$ cat src/common/mct_map.vh
`ifndef MCT_MAP_VH
`define MCT_MAP_VH

// Register byte addresses
`define MCT_ADDR_CTRL     8'h00
`define MCT_ADDR_STRETCH  8'h04
`define MCT_ADDR_STATUS   8'h08

// Control register fields
`define MCT_CTRL_SLOW     0
`define MCT_CTRL_TFAST    1
`define MCT_CTRL_EMI      2
`define MCT_CTRL_RST      3'h0

// Status register fields
`define MCT_ST_SLOW       0
`define MCT_ST_TFAST      1
`define MCT_ST_EMI        2
`define MCT_ST_EXT_BUSY   3
`define MCT_ST_INS_BUSY   4

// Machine cycle phase terminal counts (clocks per cycle minus one)
`define MCT_PH_STD_LAST   10'h003
`define MCT_PH_SLOW_LAST  10'h3FF

// Timer prescale terminal counts
`define MCT_TP_STD_LAST   4'hB
`define MCT_TP_FAST_LAST  4'h3

// Access stretch limits in machine cycles
`define MCT_STR_MIN       4'h2
`define MCT_STR_MAX       4'hC
`define MCT_STR_RST       4'h2

// Instruction length limits in machine cycles
`define MCT_INS_MIN       4'h1
`define MCT_INS_MAX       4'h5

// Countdown value held during the final machine cycle
`define MCT_CNT_LAST      4'h1

`endif

$ cat src/design/mct_timing.v
`timescale 1ns/100ps
`include "mct_map.vh"

module mct_timing #(
   // Phase and prescale terminal counts, clocks per period minus one
   parameter [9:0] PH_STD_LAST  = `MCT_PH_STD_LAST,
   parameter [9:0] PH_SLOW_LAST = `MCT_PH_SLOW_LAST,
   parameter [3:0] TP_STD_LAST  = `MCT_TP_STD_LAST,
   parameter [3:0] TP_FAST_LAST = `MCT_TP_FAST_LAST,
   // Limits in machine cycles; counters are four bits, so keep them under 16
   parameter [3:0] STR_MIN      = `MCT_STR_MIN,
   parameter [3:0] STR_MAX      = `MCT_STR_MAX,
   parameter [3:0] INS_MIN      = `MCT_INS_MIN,
   parameter [3:0] INS_MAX      = `MCT_INS_MAX
) (
   // Clock and reset
   input  wire       clk_i,
   input  wire       rst_i,
   // Register port
   input  wire [7:0] reg_addr_i,
   input  wire [7:0] reg_wdata_i,
   input  wire       reg_wr_i,
   input  wire       reg_rd_i,
   output wire [7:0] reg_rdata_o,
   // Core requests
   input  wire       ext_data_move_i,
   input  wire       ext_bus_need_i,
   input  wire       instr_start_i,
   input  wire [2:0] instr_len_i,
   // Timing outputs
   output wire       mcycle_o,
   output wire       ale_o,
   output wire       timer_tick_o,
   output wire       ext_busy_o,
   output wire       ext_done_o,
   output wire       instr_busy_o,
   output wire       instr_done_o
);

   ////////////////////////////////////////////////////////////////////////
   // Saturating range limit shared by stretch and instruction length
   // Out-of-range settings saturate instead of being refused
   function [3:0] mct_clamp;
      input [3:0] v;
      input [3:0] lo;
      input [3:0] hi;
      begin
         if (v < lo) begin
            mct_clamp = lo;
         end else if (v > hi) begin
            mct_clamp = hi;
         end else begin
            mct_clamp = v;
         end
      end
   endfunction

   // Final machine cycle of a countdown, shared by both sequencers
   function mct_on_last;
      input [3:0] cnt;
      begin
         mct_on_last = (cnt == `MCT_CNT_LAST);
      end
   endfunction

   ////////////////////////////////////////////////////////////////////////
   // Software settings as written, live until the next boundary
   reg  [2:0] ctrl_q;
   reg  [3:0] stretch_q;
   reg  [7:0] rdata_q;

   // Applied copies, loaded only when a machine cycle closes
   reg        act_slow_q;
   reg        act_tfast_q;
   reg        act_emi_q;

   // Phase and prescale counters with their registered pulses
   reg  [9:0] ph_q;
   reg  [3:0] tp_q;
   reg        tick_q;
   reg        mcyc_q;
   reg        ale_q;

   // External data move sequencer
   reg        ext_pend_q;
   reg        ext_busy_q;
   reg  [3:0] ext_cnt_q;
   reg        ext_done_q;

   // Instruction sequencer
   reg        ins_pend_q;
   reg  [3:0] ins_len_q;
   reg        ins_busy_q;
   reg  [3:0] ins_cnt_q;
   reg        ins_done_q;

   // Status word assembled from the applied state
   reg  [7:0] status_word;

   // Decoded terminal conditions
   wire [9:0] ph_last;
   wire       cyc_end;
   wire [3:0] tp_last;
   wire       tp_end;
   wire [3:0] str_next;
   wire       ext_last;
   wire       ins_last;
   wire       bus_need;

   // Terminal counts come from the applied copies, never the live register
   assign ph_last  = act_slow_q ? PH_SLOW_LAST : PH_STD_LAST;
   assign cyc_end  = (ph_q == ph_last);
   assign tp_last  = act_tfast_q ? TP_FAST_LAST : TP_STD_LAST;
   // Compare with >= so a switch to fast mode never overruns the counter
   assign tp_end   = (tp_q >= tp_last);
   assign str_next = mct_clamp(stretch_q, STR_MIN, STR_MAX);
   assign ext_last = mct_on_last(ext_cnt_q);
   assign ins_last = mct_on_last(ins_cnt_q);
   // Strobe is wanted next cycle if an access runs on or is queued
   assign bus_need = ext_bus_need_i | ext_pend_q |
                     (ext_busy_q & ~ext_last);

   // Status bits sit at their own positions; spare bits read as zero
   always @* begin
      status_word                     = 8'h00;
      status_word[`MCT_ST_SLOW]       = act_slow_q;
      status_word[`MCT_ST_TFAST]      = act_tfast_q;
      status_word[`MCT_ST_EMI]        = act_emi_q;
      status_word[`MCT_ST_EXT_BUSY]   = ext_busy_q;
      status_word[`MCT_ST_INS_BUSY]   = ins_busy_q;
   end

   ////////////////////////////////////////////////////////////////////////
   // Register writes
   // Unmapped offsets are dropped; spare data bits are ignored
   always @(posedge clk_i) begin
      if (rst_i) begin
         ctrl_q    <= `MCT_CTRL_RST;
         stretch_q <= `MCT_STR_RST;
      end else if (reg_wr_i) begin
         if (reg_addr_i == `MCT_ADDR_CTRL) begin
            ctrl_q <= reg_wdata_i[2:0];
         end
         if (reg_addr_i == `MCT_ADDR_STRETCH) begin
            stretch_q <= reg_wdata_i[3:0];
         end
      end
   end

   // Read data stands one cycle after the strobe, zero otherwise
   always @(posedge clk_i) begin
      if (rst_i) begin
         rdata_q <= 8'h00;
      end else if (reg_rd_i) begin
         case (reg_addr_i)
            `MCT_ADDR_CTRL: begin
               rdata_q <= {5'h00, ctrl_q};
            end
            `MCT_ADDR_STRETCH: begin
               rdata_q <= {4'h0, stretch_q};
            end
            `MCT_ADDR_STATUS: begin
               rdata_q <= status_word;
            end
            // Unmapped offsets read as zero rather than aliasing
            default: begin
               rdata_q <= 8'h00;
            end
         endcase
      end else begin
         rdata_q <= 8'h00;
      end
   end

   ////////////////////////////////////////////////////////////////////////
   // Settings are copied only when a machine cycle closes
   // so a cycle already running is never cut short or stretched
   always @(posedge clk_i) begin
      if (rst_i) begin
         act_slow_q  <= 1'b0;
         act_tfast_q <= 1'b0;
         act_emi_q   <= 1'b0;
      end else if (cyc_end) begin
         act_slow_q  <= ctrl_q[`MCT_CTRL_SLOW];
         act_tfast_q <= ctrl_q[`MCT_CTRL_TFAST];
         act_emi_q   <= ctrl_q[`MCT_CTRL_EMI];
      end
   end

   // Machine cycle phase counter, strobe and cycle pulse
   always @(posedge clk_i) begin
      if (rst_i) begin
         ph_q   <= 10'h000;
         mcyc_q <= 1'b0;
         ale_q  <= 1'b0;
      end else begin
         if (cyc_end) begin
            ph_q <= 10'h000;
         end else begin
            ph_q <= ph_q + 10'h001;
         end
         mcyc_q <= cyc_end;
         // Suppressed strobe cuts emission when the bus is idle; the live
         // enable bit is read on the boundary edge that applies it
         ale_q  <= cyc_end &
                   (~ctrl_q[`MCT_CTRL_EMI] | bus_need);
      end
   end

   // Timer prescaler runs on oscillator clocks, not machine cycles
   // The count carries over a mode switch, so one period may be odd
   always @(posedge clk_i) begin
      if (rst_i) begin
         tp_q   <= 4'h0;
         tick_q <= 1'b0;
      end else begin
         if (tp_end) begin
            tp_q <= 4'h0;
         end else begin
            tp_q <= tp_q + 4'h1;
         end
         tick_q <= tp_end;
      end
   end

   ////////////////////////////////////////////////////////////////////////
   // External data move: queued, started at a boundary, counted in cycles
   // Limitation: one request queues; repeats while pending merge into it
   // Busy counts whole cycles down; done marks the closing boundary
   always @(posedge clk_i) begin
      if (rst_i) begin
         ext_pend_q <= 1'b0;
         ext_busy_q <= 1'b0;
         ext_cnt_q  <= 4'h0;
         ext_done_q <= 1'b0;
      end else begin
         // A new request beats the clear in the same cycle
         if (ext_data_move_i) begin
            ext_pend_q <= 1'b1;
         end else if (cyc_end & (~ext_busy_q | ext_last)) begin
            ext_pend_q <= 1'b0;
         end
         if (cyc_end) begin
            if (ext_busy_q & ~ext_last) begin
               ext_cnt_q <= ext_cnt_q - 4'h1;
            end else if (ext_pend_q) begin
               ext_busy_q <= 1'b1;
               ext_cnt_q  <= str_next;
            end else begin
               ext_busy_q <= 1'b0;
               ext_cnt_q  <= 4'h0;
            end
         end
         ext_done_q <= cyc_end & ext_busy_q & ext_last;
      end
   end

   // Instruction sequencing in whole machine cycles
   // Length is captured with the start pulse; later values are ignored
   always @(posedge clk_i) begin
      if (rst_i) begin
         ins_pend_q <= 1'b0;
         ins_len_q  <= INS_MIN;
         ins_busy_q <= 1'b0;
         ins_cnt_q  <= 4'h0;
         ins_done_q <= 1'b0;
      end else begin
         if (instr_start_i) begin
            ins_pend_q <= 1'b1;
            ins_len_q  <= mct_clamp({1'b0, instr_len_i},
                                    INS_MIN, INS_MAX);
         end else if (cyc_end & (~ins_busy_q | ins_last)) begin
            ins_pend_q <= 1'b0;
         end
         if (cyc_end) begin
            if (ins_busy_q & ~ins_last) begin
               ins_cnt_q <= ins_cnt_q - 4'h1;
            end else if (ins_pend_q) begin
               ins_busy_q <= 1'b1;
               ins_cnt_q  <= ins_len_q;
            end else begin
               ins_busy_q <= 1'b0;
               ins_cnt_q  <= 4'h0;
            end
         end
         ins_done_q <= cyc_end & ins_busy_q & ins_last;
      end
   end

   ////////////////////////////////////////////////////////////////////////
   // Outputs
   // Register port
   assign reg_rdata_o  = rdata_q;

   // Cycle, strobe and timer pulses
   assign mcycle_o     = mcyc_q;
   assign ale_o        = ale_q;
   assign timer_tick_o = tick_q;

   // Sequencer status
   assign ext_busy_o   = ext_busy_q;
   assign ext_done_o   = ext_done_q;
   assign instr_busy_o = ins_busy_q;
   assign instr_done_o = ins_done_q;

endmodule

$ cat config.mk
export PLATFORM = sky130hd
export DESIGN_NAME = mct_timing
export DESIGN_NICKNAME = d
export VERILOG_FILES = /design/src/design/mct_timing.v
export VERILOG_INCLUDE_DIRS = /design/src /design/src/common
export SDC_FILE = /design/constraint.sdc
export NUM_CORES = 1
export LEC_CHECK = 0
export ABC_AREA = 1
export BUFFER_PORTS_ARGS = -buffer_cell sky130_fd_sc_hd__buf_2
export CAP_MARGIN = 20
export CORE_MARGIN = 4
export CORE_UTILIZATION = 55
export DETAILED_ROUTE_END_ITERATION = 6
export GPL_TIMING_DRIVEN = 1
export PLACE_DENSITY = 0.85
export SLEW_MARGIN = 20
export SYNTH_ARGS = -nofsm -noshare
export SYNTH_HDL_FRONTEND = slang
export SYNTH_SLANG_ARGS = --single-unit
$ cat constraint.sdc
create_clock -name clk_i -period 1.85 [get_ports clk_i]
set_input_delay 0.185 -clock clk_i [delete_from_list [all_inputs] [get_ports clk_i]]
set_output_delay 0.185 -clock clk_i [all_outputs]
set_load 0.01 [all_outputs]
Word-level counts from Yosys, hierarchy flattened
Cells that the tools add are included.
Storage, ports and cells
  input bits: 26
  word-level logic and storage cells: 83
  output and inout bits: 15
  flip-flop bits (word level): 53
Operators by class
  add/sub/neg operators: 4
  magnitude comparators: 5
  bitwise gates (word level): 22
  reductions and logical operators: 10
  muxes and demuxes: 17
  eq/ne operators: 5
Operators by type and width (count)
  two-way mux 4 bit: 7
  case mux 5 bit (3 select lines): 1
  adder 10 x 1 -> 10 bit (second input constant): 1
  == test 10 bit: 1
  two-way mux 10 bit: 1
  AND 1 bit: 9
  == test 4 x 1 -> 1 bit (second input constant): 2
  == test 8 x 3 -> 1 bit (second input constant): 1
  == test 8 x 4 -> 1 bit (second input constant): 1
  zero test 8 bit: 1
  inverter 1 bit: 8
  AND reduction 2 bit: 4
  subtractor 4 x 1 -> 4 bit (second input constant): 2
  two-way mux 1 bit: 6
  two-way mux 3 bit: 2
  OR reduction 2 bit: 3
  bitwise OR 1 bit: 5
  adder 4 x 1 -> 4 bit (second input constant): 1
  greater-or-equal comparator 4 bit: 1
  > comparator 4 bit (second input constant): 1
  < comparator 4 x 2 -> 1 bit (second input constant): 1
  nonzero test 2 bit: 2
  > comparator 3 bit (second input constant): 1
  < comparator 3 x 1 -> 1 bit (second input constant): 1

Logic depth before layout (Yosys ltp)
Gate-level depths: netlist of run 1.
  depth after elaboration: 6
  gate-level depth with buffers: 9
  gate-level depth less buffers: 9

Worst setup path before layout of run 1
Ideal clock, no wire load.
  kind: register -> register
  start point: register ph_q[0]
  end point: register ph_q[8]
  required time: 1.735 ns
  library setup time: 0.115 ns
  stages on the path, launching flop included: 9
  path slack: 0.418 ns
  arrival time: 1.317 ns
  path buffers: 0
  path through: dfxtp_1 ha_1 inv_2 nor2_4 nand2_2 nor2_4 nand2_1 xor2_1 nor2_2
On the way
  word-level cells in the longest chain between the ends: 2
Ends and longest elaborated chain
  start: declaration: RTL line mct_timing.v:78  | reg [9:0] ph_q;
  start signal: assignment: RTL line mct_timing.v:200  | ph_q <= ph_q + 10'h001;
  parallel branches: the longest is 2 deep, another holds adder 10 x 1 -> 10 bit
Parallel ways; which one is timed is not known.
A chain may end at the register's enable or synchronous reset.

Worst setup path after layout of run 1
Same ends and word-level chain as after synthesis.

==> results.txt, run 1 <==
Status: completed
Post-CTS Resized: 0
CP max FO: 6
Worst R2R Start: ph_q[0]
Arrival @ worst endpoint: 1.78 ns
Core footprint: 4000 sq um
DRC: 0
VDD IR max: 0.617 mV
Site Rows: 23
Worst slew pin tran: 0.503 ns
Critical Path Start: ph_q[0]
CP peak stage delay: 0.38 ns
Final Critical Period: 1.59 ns
Crit path top cell by count: nor2_4
Post-CTS setup buffer count: 0
Die Wd: 72.1 um
Psw: 499 uW
Reg power frac: 53.9%
Post-DP HPWL: 3450 um
Die area: 5200 sq um
Dpl ws: 0.262 ns
Seq/Total Area, Yosys: 43.4%
Register clock-pin slew on the reported worst setup and hold paths: 0.09 ns
Tightest Hold Check Type: primary input to flip-flop
Library cells used by synthesis: 35
Slowest-stage cell, CP: dfxtp_1
Clock Skews: 0.00539 ns
Worst setup path end: ph_q[8]
# nets final: 371
Total GRT Usage: 19.0%
Clock sink total: 49
First-pass GRT wire length: 7830 um
GP Congestion: 0.874
Final wirelength: 4510 um
Placed inst area: 2450 sq um
Cts hold-fix bufs: 0
Clock Power Share: 37.2%
Clk buf depth: 2
Area grow syn2layout: 13.7%
Critical path data required time: 2.05 ns
Max-slew violations: 0
Filler cells: 370
Mapped Cells: 302
Setup violators final: 0
Final WS setup: 0.264 ns
YS warnings: 0
R2R depth: 8
Avg Synthesized Cell Area: 7.48 sq um
DRT iter0 DRCs: 161
Via/cell ratio: 5.15
I/O pin cnt: 41
Tot Pwr: 2060 uW
Logic pwr share: 8.9%
RSZ-0062 raised after global routing: no
Flop2flop setup slack: 0.26 ns
Crit Path Class: flip-flop to flip-flop
Starting Density: 56.5%
Router iterations before antenna repair: 4
Diode count: 0
Max transition margin: 66.4%
H-Tree Depth: 2
Crit share post-route: 85.7%
Int Pwr: 1560 uW
Yosys reg bits: 49
Number of buffers added on ports: 33
Cell area power density: 801 nW/um^2
CTS tree: done
Clk_lat worst skew: 0.30 ns
CP endpoint kind: flip-flop
Chip height: 72.1 um
Final instance area: 2570 sq um
Sw Share: 24.2%
Final hold vios: 0
Crit start category: flip-flop
Global route overflow: 0
Total CTS buffers: 5
Mapped cell area: 2260 sq um
ANT nets after route: 0
Vias in the first global route: 1,844
Reg2Reg Capture Point: ph_q[8]
Max Fclk: 0.631 GHz
Hold Startpoint: instr_start_i
Total of max-cap violations: 0
Setup TNS: 0 ns
WL/cell: 11.6 um
Share of cells above drive strength 1: 17.1%
CP cell instances: ha_1 > inv_2 > nor2_4 > nand2_2 > nor2_4 > nand2_1 > xor2_1 > nor2_2
Leakage power: 0.00114 uW
Via Count: 2,005
Root Buffer: clkbuf_8
Initial antenna violation count: 0
Largest net degree at the start of global routing: 19
## layer usage
metal  global-route usage, %  routed length [um]  up-vias
li1                        -                   -     1046
met4                    7.52                  86        0
met1                    24.1                2060      903
met5                       0                   0        -
met3                    4.16                 202       11
met2                    31.3                2160       45
## synthesized netlist by cell type, drive strengths merged
library cell / n / share of area [%]
or2: 2 / 0.55
clkbuf: 1 / 0.17
xnor2: 3 / 1.2
nand2: 58 / 11
a211oi: 1 / 0.33
nor3: 7 / 1.8
clkinv: 1 / 0.22
o22ai: 2 / 0.55
a31oi: 3 / 0.83
o21ai: 24 / 5.3
nand3: 29 / 7.0
a21oi: 12 / 2.7
nand4: 3 / 0.83
xor2: 5 / 1.9
o211ai: 1 / 0.33
ha: 7 / 3.9
a21o: 1 / 0.33
conb: 1 / 0.17
o21bai: 1 / 0.33
dfxtp: 49 / 43
nand3b: 1 / 0.33
o2111ai: 1 / 0.39
buf: 6 / 1.9
nor2: 44 / 8.2
inv: 38 / 6.3
and3: 1 / 0.28
## cells by family (layout without fill, tap and decap cells)
| kind of cell | Yosys count | count (layout) | share of synthesized area (%) |
|---|---|---|---|
| other cells | 1 | 3 | 0.166 |
| simple gates | 145 | 145 | 29.7 |
| flops | 49 | 49 | 43.4 |
| buf+inv | 46 | 81 | 8.64 |
| compound gates | 46 | 46 | 11.1 |
| xor+xnor | 8 | 8 | 3.10 |
| fa+ha+maj | 7 | 7 | 3.88 |
## metrics by stage
step | utilization, % | instances | hold slack, ns
4_1_cts | 64.2 | 389 | 0.104
3_3_place_gp | 61.3 | 381 | 0.427
2_1_floorplan | - | 304 | 0.284
3_5_place_dp | 61.3 | 381 | 0.423
6_report | 64.2 | 389 | 0.110
5_1_grt | 64.2 | 389 | 0.115
## sequential cells by signal (all words and copies together) (netlist names), 3 cells and up
register	cells
reg_rdata_o	5
tp_q	4
ph_q	10
ins_len_q	3
ext_cnt_q	4
ctrl_q	3
ins_cnt_q	4
stretch_q	4
## cell type report
type | count | area (sq um) | share of cell area (%)
well taps | 50 | 62.6 | 2.44
inverters | 39 | 148 | 5.75
repair buffers | 34 | 173 | 6.72
flip-flops and latches | 49 | 981 | 38.2
clock inverters | 3 | 46.3 | 1.80
clock buffers | 5 | 68.8 | 2.68
multi-input cells | 209 | 1090 | 42.4
## worst min path at each step
stage | end | cells past startpoint
floorplan | ins_len_q[2] | 1
global placement | stretch_q[1] | 3
CTS | ins_len_q[2] | 2
finish | ins_len_q[2] | 2
detailed placement | stretch_q[1] | 3
global route | stretch_q[1] | 3
## critical path: cells and delay by family, from the launching register on
family	cells	cell delay [ns]
xor+xnor	1	0.16
buf+inv	1	0.11
simple gates	5	0.44
flops	1	0.38
fa+ha+maj	1	0.38
## cells in the final DEF (no fill, tap or decap), drive strengths merged, types with 5 or more instances in the layout
master	n
nand2	58
dfxtp	49
nor2	44
inv	38
buf	34
nand3	29
o21ai	24
a21oi	12
ha	7
nor3	7
xor2	5
clkbuf	5
## power groups by stage
stage                     Combinational, uW  Sequential [uW]  Clock [uW]
after floorplan                         132             1130           0
after global placement                  176             1130           0
after detailed placement                183             1130           0
after CTS                               185             1110         778
after global routing                    212             1110         808
final                                   184             1110         764
Note: power is estimated with default switching activity, not from simulation.
==> run 2, diff against run 1 <==
--- a/config.mk
+++ b/config.mk
@@ -13,7 +13,7 @@
 export CORE_UTILIZATION = 55
 export DETAILED_ROUTE_END_ITERATION = 6
 export GPL_TIMING_DRIVEN = 1
-export PLACE_DENSITY = 0.85
+export PLACE_DENSITY = 0.79
 export SLEW_MARGIN = 20
 export SYNTH_ARGS = -nofsm -noshare
 export SYNTH_HDL_FRONTEND = slang
==> run 2 against run 1 <==
  * Sequential cell count unchanged
  * Power up 1.2%
  * Utilization down 0.063 points
  * Critical path type unchanged
  * Highest routed layer unchanged
==> results.txt, run 2 (synthesis results as in run 1) <==
Most common cell after layout, fill and taps aside: nand2_1
Clk buf depth: 2
Final Critical Period: 1.58 ns
I/O pin cnt: 41
Total CTS buffers: 5
Total GRT Usage: 18.6%
Leakage power: 0.00114 uW
Critical path data required time: 2.05 ns
CTS tree: done
Via/cell ratio: 5.12
First-pass GRT wire length: 7650 um
Chip height: 72.1 um
Post-CTS setup buffer count: 0
Filler cells: 350
GP Congestion: 0.861
Site Rows: 23
# nets final: 370
Post-DP HPWL: 3390 um
Commonest non-fill, non-tap cells in the layout: 52 x nand2_1, 49 x dfxtp_1, 40 x nor2_1, 37 x inv_1, 33 x buf_2
Die area: 5200 sq um
Area grow syn2layout: 13.6%
Arrival @ worst endpoint: 1.77 ns
Crit share post-route: 85.4%
Post-CTS Resized: 0
Number of buffers added on ports: 33
Dpl ws: 0.263 ns
Final WS setup: 0.271 ns
Setup TNS: 0 ns
Die Wd: 72.1 um
Register clock-pin slew on the reported worst setup and hold paths: 0.09 ns
Global route overflow: 0
ANT nets after route: 0
RSZ-0062 raised after global routing: no
DRT iter0 DRCs: 115
Setup violators final: 0
VDD IR max: 0.478 mV
Final hold vios: 0
Status: completed
Via Count: 1,986
Core footprint: 4000 sq um
Largest net degree at the start of global routing: 19
Max Fclk: 0.633 GHz
Max transition margin: 64.8%
Diode count: 0
CP peak stage delay: 0.38 ns
Max FFs per register: 10
Initial antenna violation count: 0
DRC: 0
WL/cell: 11.5 um
Final wirelength: 4480 um
Total of max-cap violations: 0
Max-slew violations: 0
Crit path top cell by count: nor2_4
Clk_lat worst skew: 0.31 ns
Cts hold-fix bufs: 0
Crit start category: flip-flop
Starting Density: 56.5%
Register with the most flip-flops: ph_q
Tightest Hold Check Type: primary input to flip-flop
Slowest-stage cell, CP: ha_1
H-Tree Depth: 2
Clock Skews: 0.0119 ns
Crit Path Class: flip-flop to flip-flop
Router iterations before antenna repair: 4
CP cell instances: ha_1 > inv_2 > nor2_4 > nand2_2 > nor2_4 > nand2_1 > xor2_1 > nor2_2
Vias in the first global route: 1,802
CP endpoint kind: flip-flop
Share of cells above drive strength 1: 16.9%
CP max FO: 6
Worst slew pin tran: 0.527 ns
Cell area power density: 811 nW/um^2
Root Buffer: clkbuf_8
Clock sink total: 49
-- run 2: path summary, 6_finish.rpt --
kind,depth (start not counted),slack [ns],from,end
worst max-delay path,8,0.27,ph_q[0],ph_q[8]
worst min-delay path,2,0.11,instr_start_i,ins_len_q[2]
worst max register to register,8,0.27,ph_q[0],ph_q[8]
worst min register to register,1,0.46,tp_q[0],tp_q[0]
-- run 2: layer usage --
metal | global-route usage, % | part of all wire (%) | vias to the layer above | wire [um]
met2 | 29.6 | 46 | 52 | 2060
met4 | 8.98 | 2.1 | 0 | 96
li1 | - | - | 1037 | -
met5 | 0 | 0 | - | 0
met1 | 23.4 | 46 | 889 | 2080
met3 | 4.99 | 5.6 | 8 | 249
-- run 2: worst max-delay path: cells and delay by family, from the launching register on --
| kind | cells | cell delay, ns |
|---|---|---|
| XOR/XNOR | 1 | 0.17 |
| adder cells (fa/ha/maj) | 1 | 0.38 |
| buffers and inverters | 1 | 0.11 |
| AND/OR/NAND/NOR | 5 | 0.44 |
| flip-flops | 1 | 0.37 |
-- run 2: power by group --
part | total [uW] | switching [uW] | leakage [uW] | internal, uW
clock network | 793 | 353 | 0.0000574 | 439
registers | 1110 | 23.5 | 0.000398 | 1080
logic | 181 | 113 | 0.000685 | 67.6
-- run 2: metrics by stage --
step / hold slack, ns / std cells / power [uW] / area, sq um / util [%]
finish: 0.109 / 388 / 2080 / 2570 / 64.2
detailed placement: 0.434 / 380 / 1310 / 2450 / 61.2
floorplan: 0.284 / 304 / 1260 / 2270 / -
global route: 0.107 / 388 / 2170 / 2570 / 64.2
CTS: 0.103 / 388 / 2100 / 2570 / 64.2
global placement: 0.429 / 380 / 1310 / 2450 / 61.2
-- run 2: cell type report --
class	instances	area, sq um	area share (%)
sequential	49	981	38.2
clock inverter	2	37.5	1.46
tap	50	62.6	2.44
timing repair buffer	33	165	6.44
inverter	39	148	5.75
multi-input combinational	209	1090	42.5
clock buffer	6	82.6	3.22
==> run 3, diff against run 2 <==
--- a/config.mk
+++ b/config.mk
@@ -14,7 +14,7 @@
 export DETAILED_ROUTE_END_ITERATION = 6
 export GPL_TIMING_DRIVEN = 1
 export PLACE_DENSITY = 0.79
-export SLEW_MARGIN = 20
+export SLEW_MARGIN = 30
 export SYNTH_ARGS = -nofsm -noshare
 export SYNTH_HDL_FRONTEND = slang
 export SYNTH_SLANG_ARGS = --single-unit
==> constraint.sdc (replaced) <==
create_clock -name clk_i -period 1.7 [get_ports clk_i]
set_input_delay 0.17 -clock clk_i [delete_from_list [all_inputs] [get_ports clk_i]]
set_output_delay 0.17 -clock clk_i [all_outputs]
set_load 0.01 [all_outputs]
==> run 3 against run 2 <==
  * Setup slack lost 0.050 ns
  * Register-to-register slack worse by 0.05 ns
  * Via count is 0.65% lower
  * Highest routed layer unchanged
==> results.txt, run 3 (synthesis results as in run 1) <==
Logic pwr share: 9.3%
Initial antenna violation count: 0
Crit path top cell by count: nand2_4
Hold_ws: 0.0957 ns
Die area: 5200 sq um
CTS tree: done
Post-CTS setup buffer count: 0
Cell family with most CP delay: simple AND/OR/NAND/NOR gates
Via Count: 1,973
DRC: 0
DRT iter0 DRCs: 100
RSZ-0062 raised after global routing: no
Largest net degree at the start of global routing: 19
Critical path buffer and inverter count: 0
Worst R2R Start: ph_q[4]
Cell Count, Final, Fillers Out: 390
VDD IR max: 0.565 mV
Crit Path Class: flip-flop to flip-flop
I/O pin cnt: 41
Max FFs per register: 10
Final hold vios: 0
Die Wd: 72.1 um
Placed inst area: 2460 sq um
Vias in the first global route: 1,739
Slowest-stage cell, CP: dfxtp_1
Post-CTS Resized: 0
Psw: 571 uW
Worst slew pin tran: 0.527 ns
Crit start category: flip-flop
CP peak stage delay: 0.51 ns
Arrival @ worst endpoint: 1.67 ns
Area grow syn2layout: 13.3%
Total GRT Usage: 17.7%
Final Critical Period: 1.48 ns
Total of max-cap violations: 0
Site Rows: 23
WL/cell: 11.4 um
Global route overflow: 0
Max-slew violations: 0
Root Buffer: clkbuf_8
Cts hold-fix bufs: 0
Critical Path Start: ph_q[4]
Filler cells: 370
Setup TNS: 0 ns
Tightest Hold Check Type: primary input to flip-flop
Reg power frac: 56.5%
Post-DP HPWL: 3400 um
Clk buf depth: 2
Starting Density: 56.5%
Register with the most flip-flops: ph_q
Clock sink total: 49
Diode count: 0
Int Pwr: 1560 uW
# nets final: 372
Final wirelength: 4470 um
Dpl ws: 0.235 ns
CP max FO: 18
Via/cell ratio: 5.06
Max transition margin: 64.8%
Register clock-pin slew on the reported worst setup and hold paths: 0.10 ns
Final instance area: 2560 sq um
Chip height: 72.1 um
Status: completed
Most common cell after layout, fill and taps aside: nand2_1
Max Fclk: 0.676 GHz
Number of buffers added on ports: 33
Cell area power density: 834 nW/um^2
Total CTS buffers: 5
Leakage power: 0.00114 uW
H-Tree Depth: 2
Router iterations before antenna repair: 4
Clock Skews: 0.00812 ns
Clock Power Share: 34.2%
Final WS setup: 0.221 ns
First-pass GRT wire length: 7310 um
Hold Startpoint: reg_wdata_i[1]
Commonest non-fill, non-tap cells in the layout: 52 x nand2_1, 49 x dfxtp_1, 40 x nor2_1, 37 x inv_1, 33 x buf_2
Cell Count Post-Placement: 382
CP endpoint kind: flip-flop
Critical path data required time: 1.89 ns
ANT nets after route: 0
Share of cells above drive strength 1: 17.4%
GP Congestion: 0.873
CP cell instances: nand3_1 > nand3b_1 > nand2_2 > nand2_4 > nand2_4 > o21ai_0
Clk_lat worst skew: 0.31 ns
Crit share post-route: 87.0%
Core footprint: 4000 sq um
Setup violators final: 0
Sw Share: 26.7%
==> run 3: area by class of cell <==
cell class	count	area, sq um	share of cell area (%)
clock inverter	3	28.8	1.12
inverter	39	148	5.77
multi-input combinational	209	1090	42.6
timing repair buffer	35	180	7.04
tap	50	62.6	2.44
clock buffer	5	68.8	2.69
sequential	49	981	38.3
==> run 3: worst paths after layout <==
kind,endpoint,slack (ns),cells past startpoint
worst min-delay path,stretch_q[1],0.1,3
worst min register to register,tp_q[0],0.46,1
worst max register to register,ins_cnt_q[0],0.22,6
worst max-delay path,ins_cnt_q[0],0.22,6
==> run 3: per-layer routing <==
layer / up-vias / part of all wire (%) / global-route usage [%]
met5: - / 0 / 0
met4: 0 / 1.3 / 7.93
met3: 4 / 4.9 / 4.16
met2: 46 / 46 / 28.8
met1: 880 / 48 / 22.2
li1: 1043 / - / -
==> run 3: stage by stage <==
stage,utilization [%],total power [uW]
2_1_floorplan,-,1370
3_3_place_gp,61.5,1430
3_5_place_dp,61.5,1430
4_1_cts,64.0,2150
5_1_grt,64.0,2230
6_report,64.0,2130
==> run 3: worst reg2reg max path, stage by stage (launching register included) <==
cell and delay (ns):
dfxtp_1 0.51, nand3_1 0.10, nand3b_1 0.18, nand2_2 0.17, nand2_4 0.10, nand2_4 0.19
o21ai_0 0.12
==> run 3: power groups by stage <==
stage | Combinational (uW) | Clock (uW) | Sequential (uW)
floorplan | 143 | 0 | 1230
global route | 225 | 792 | 1210
global placement | 194 | 0 | 1230
detailed placement | 198 | 0 | 1230
CTS | 199 | 749 | 1210
finish | 199 | 729 | 1210
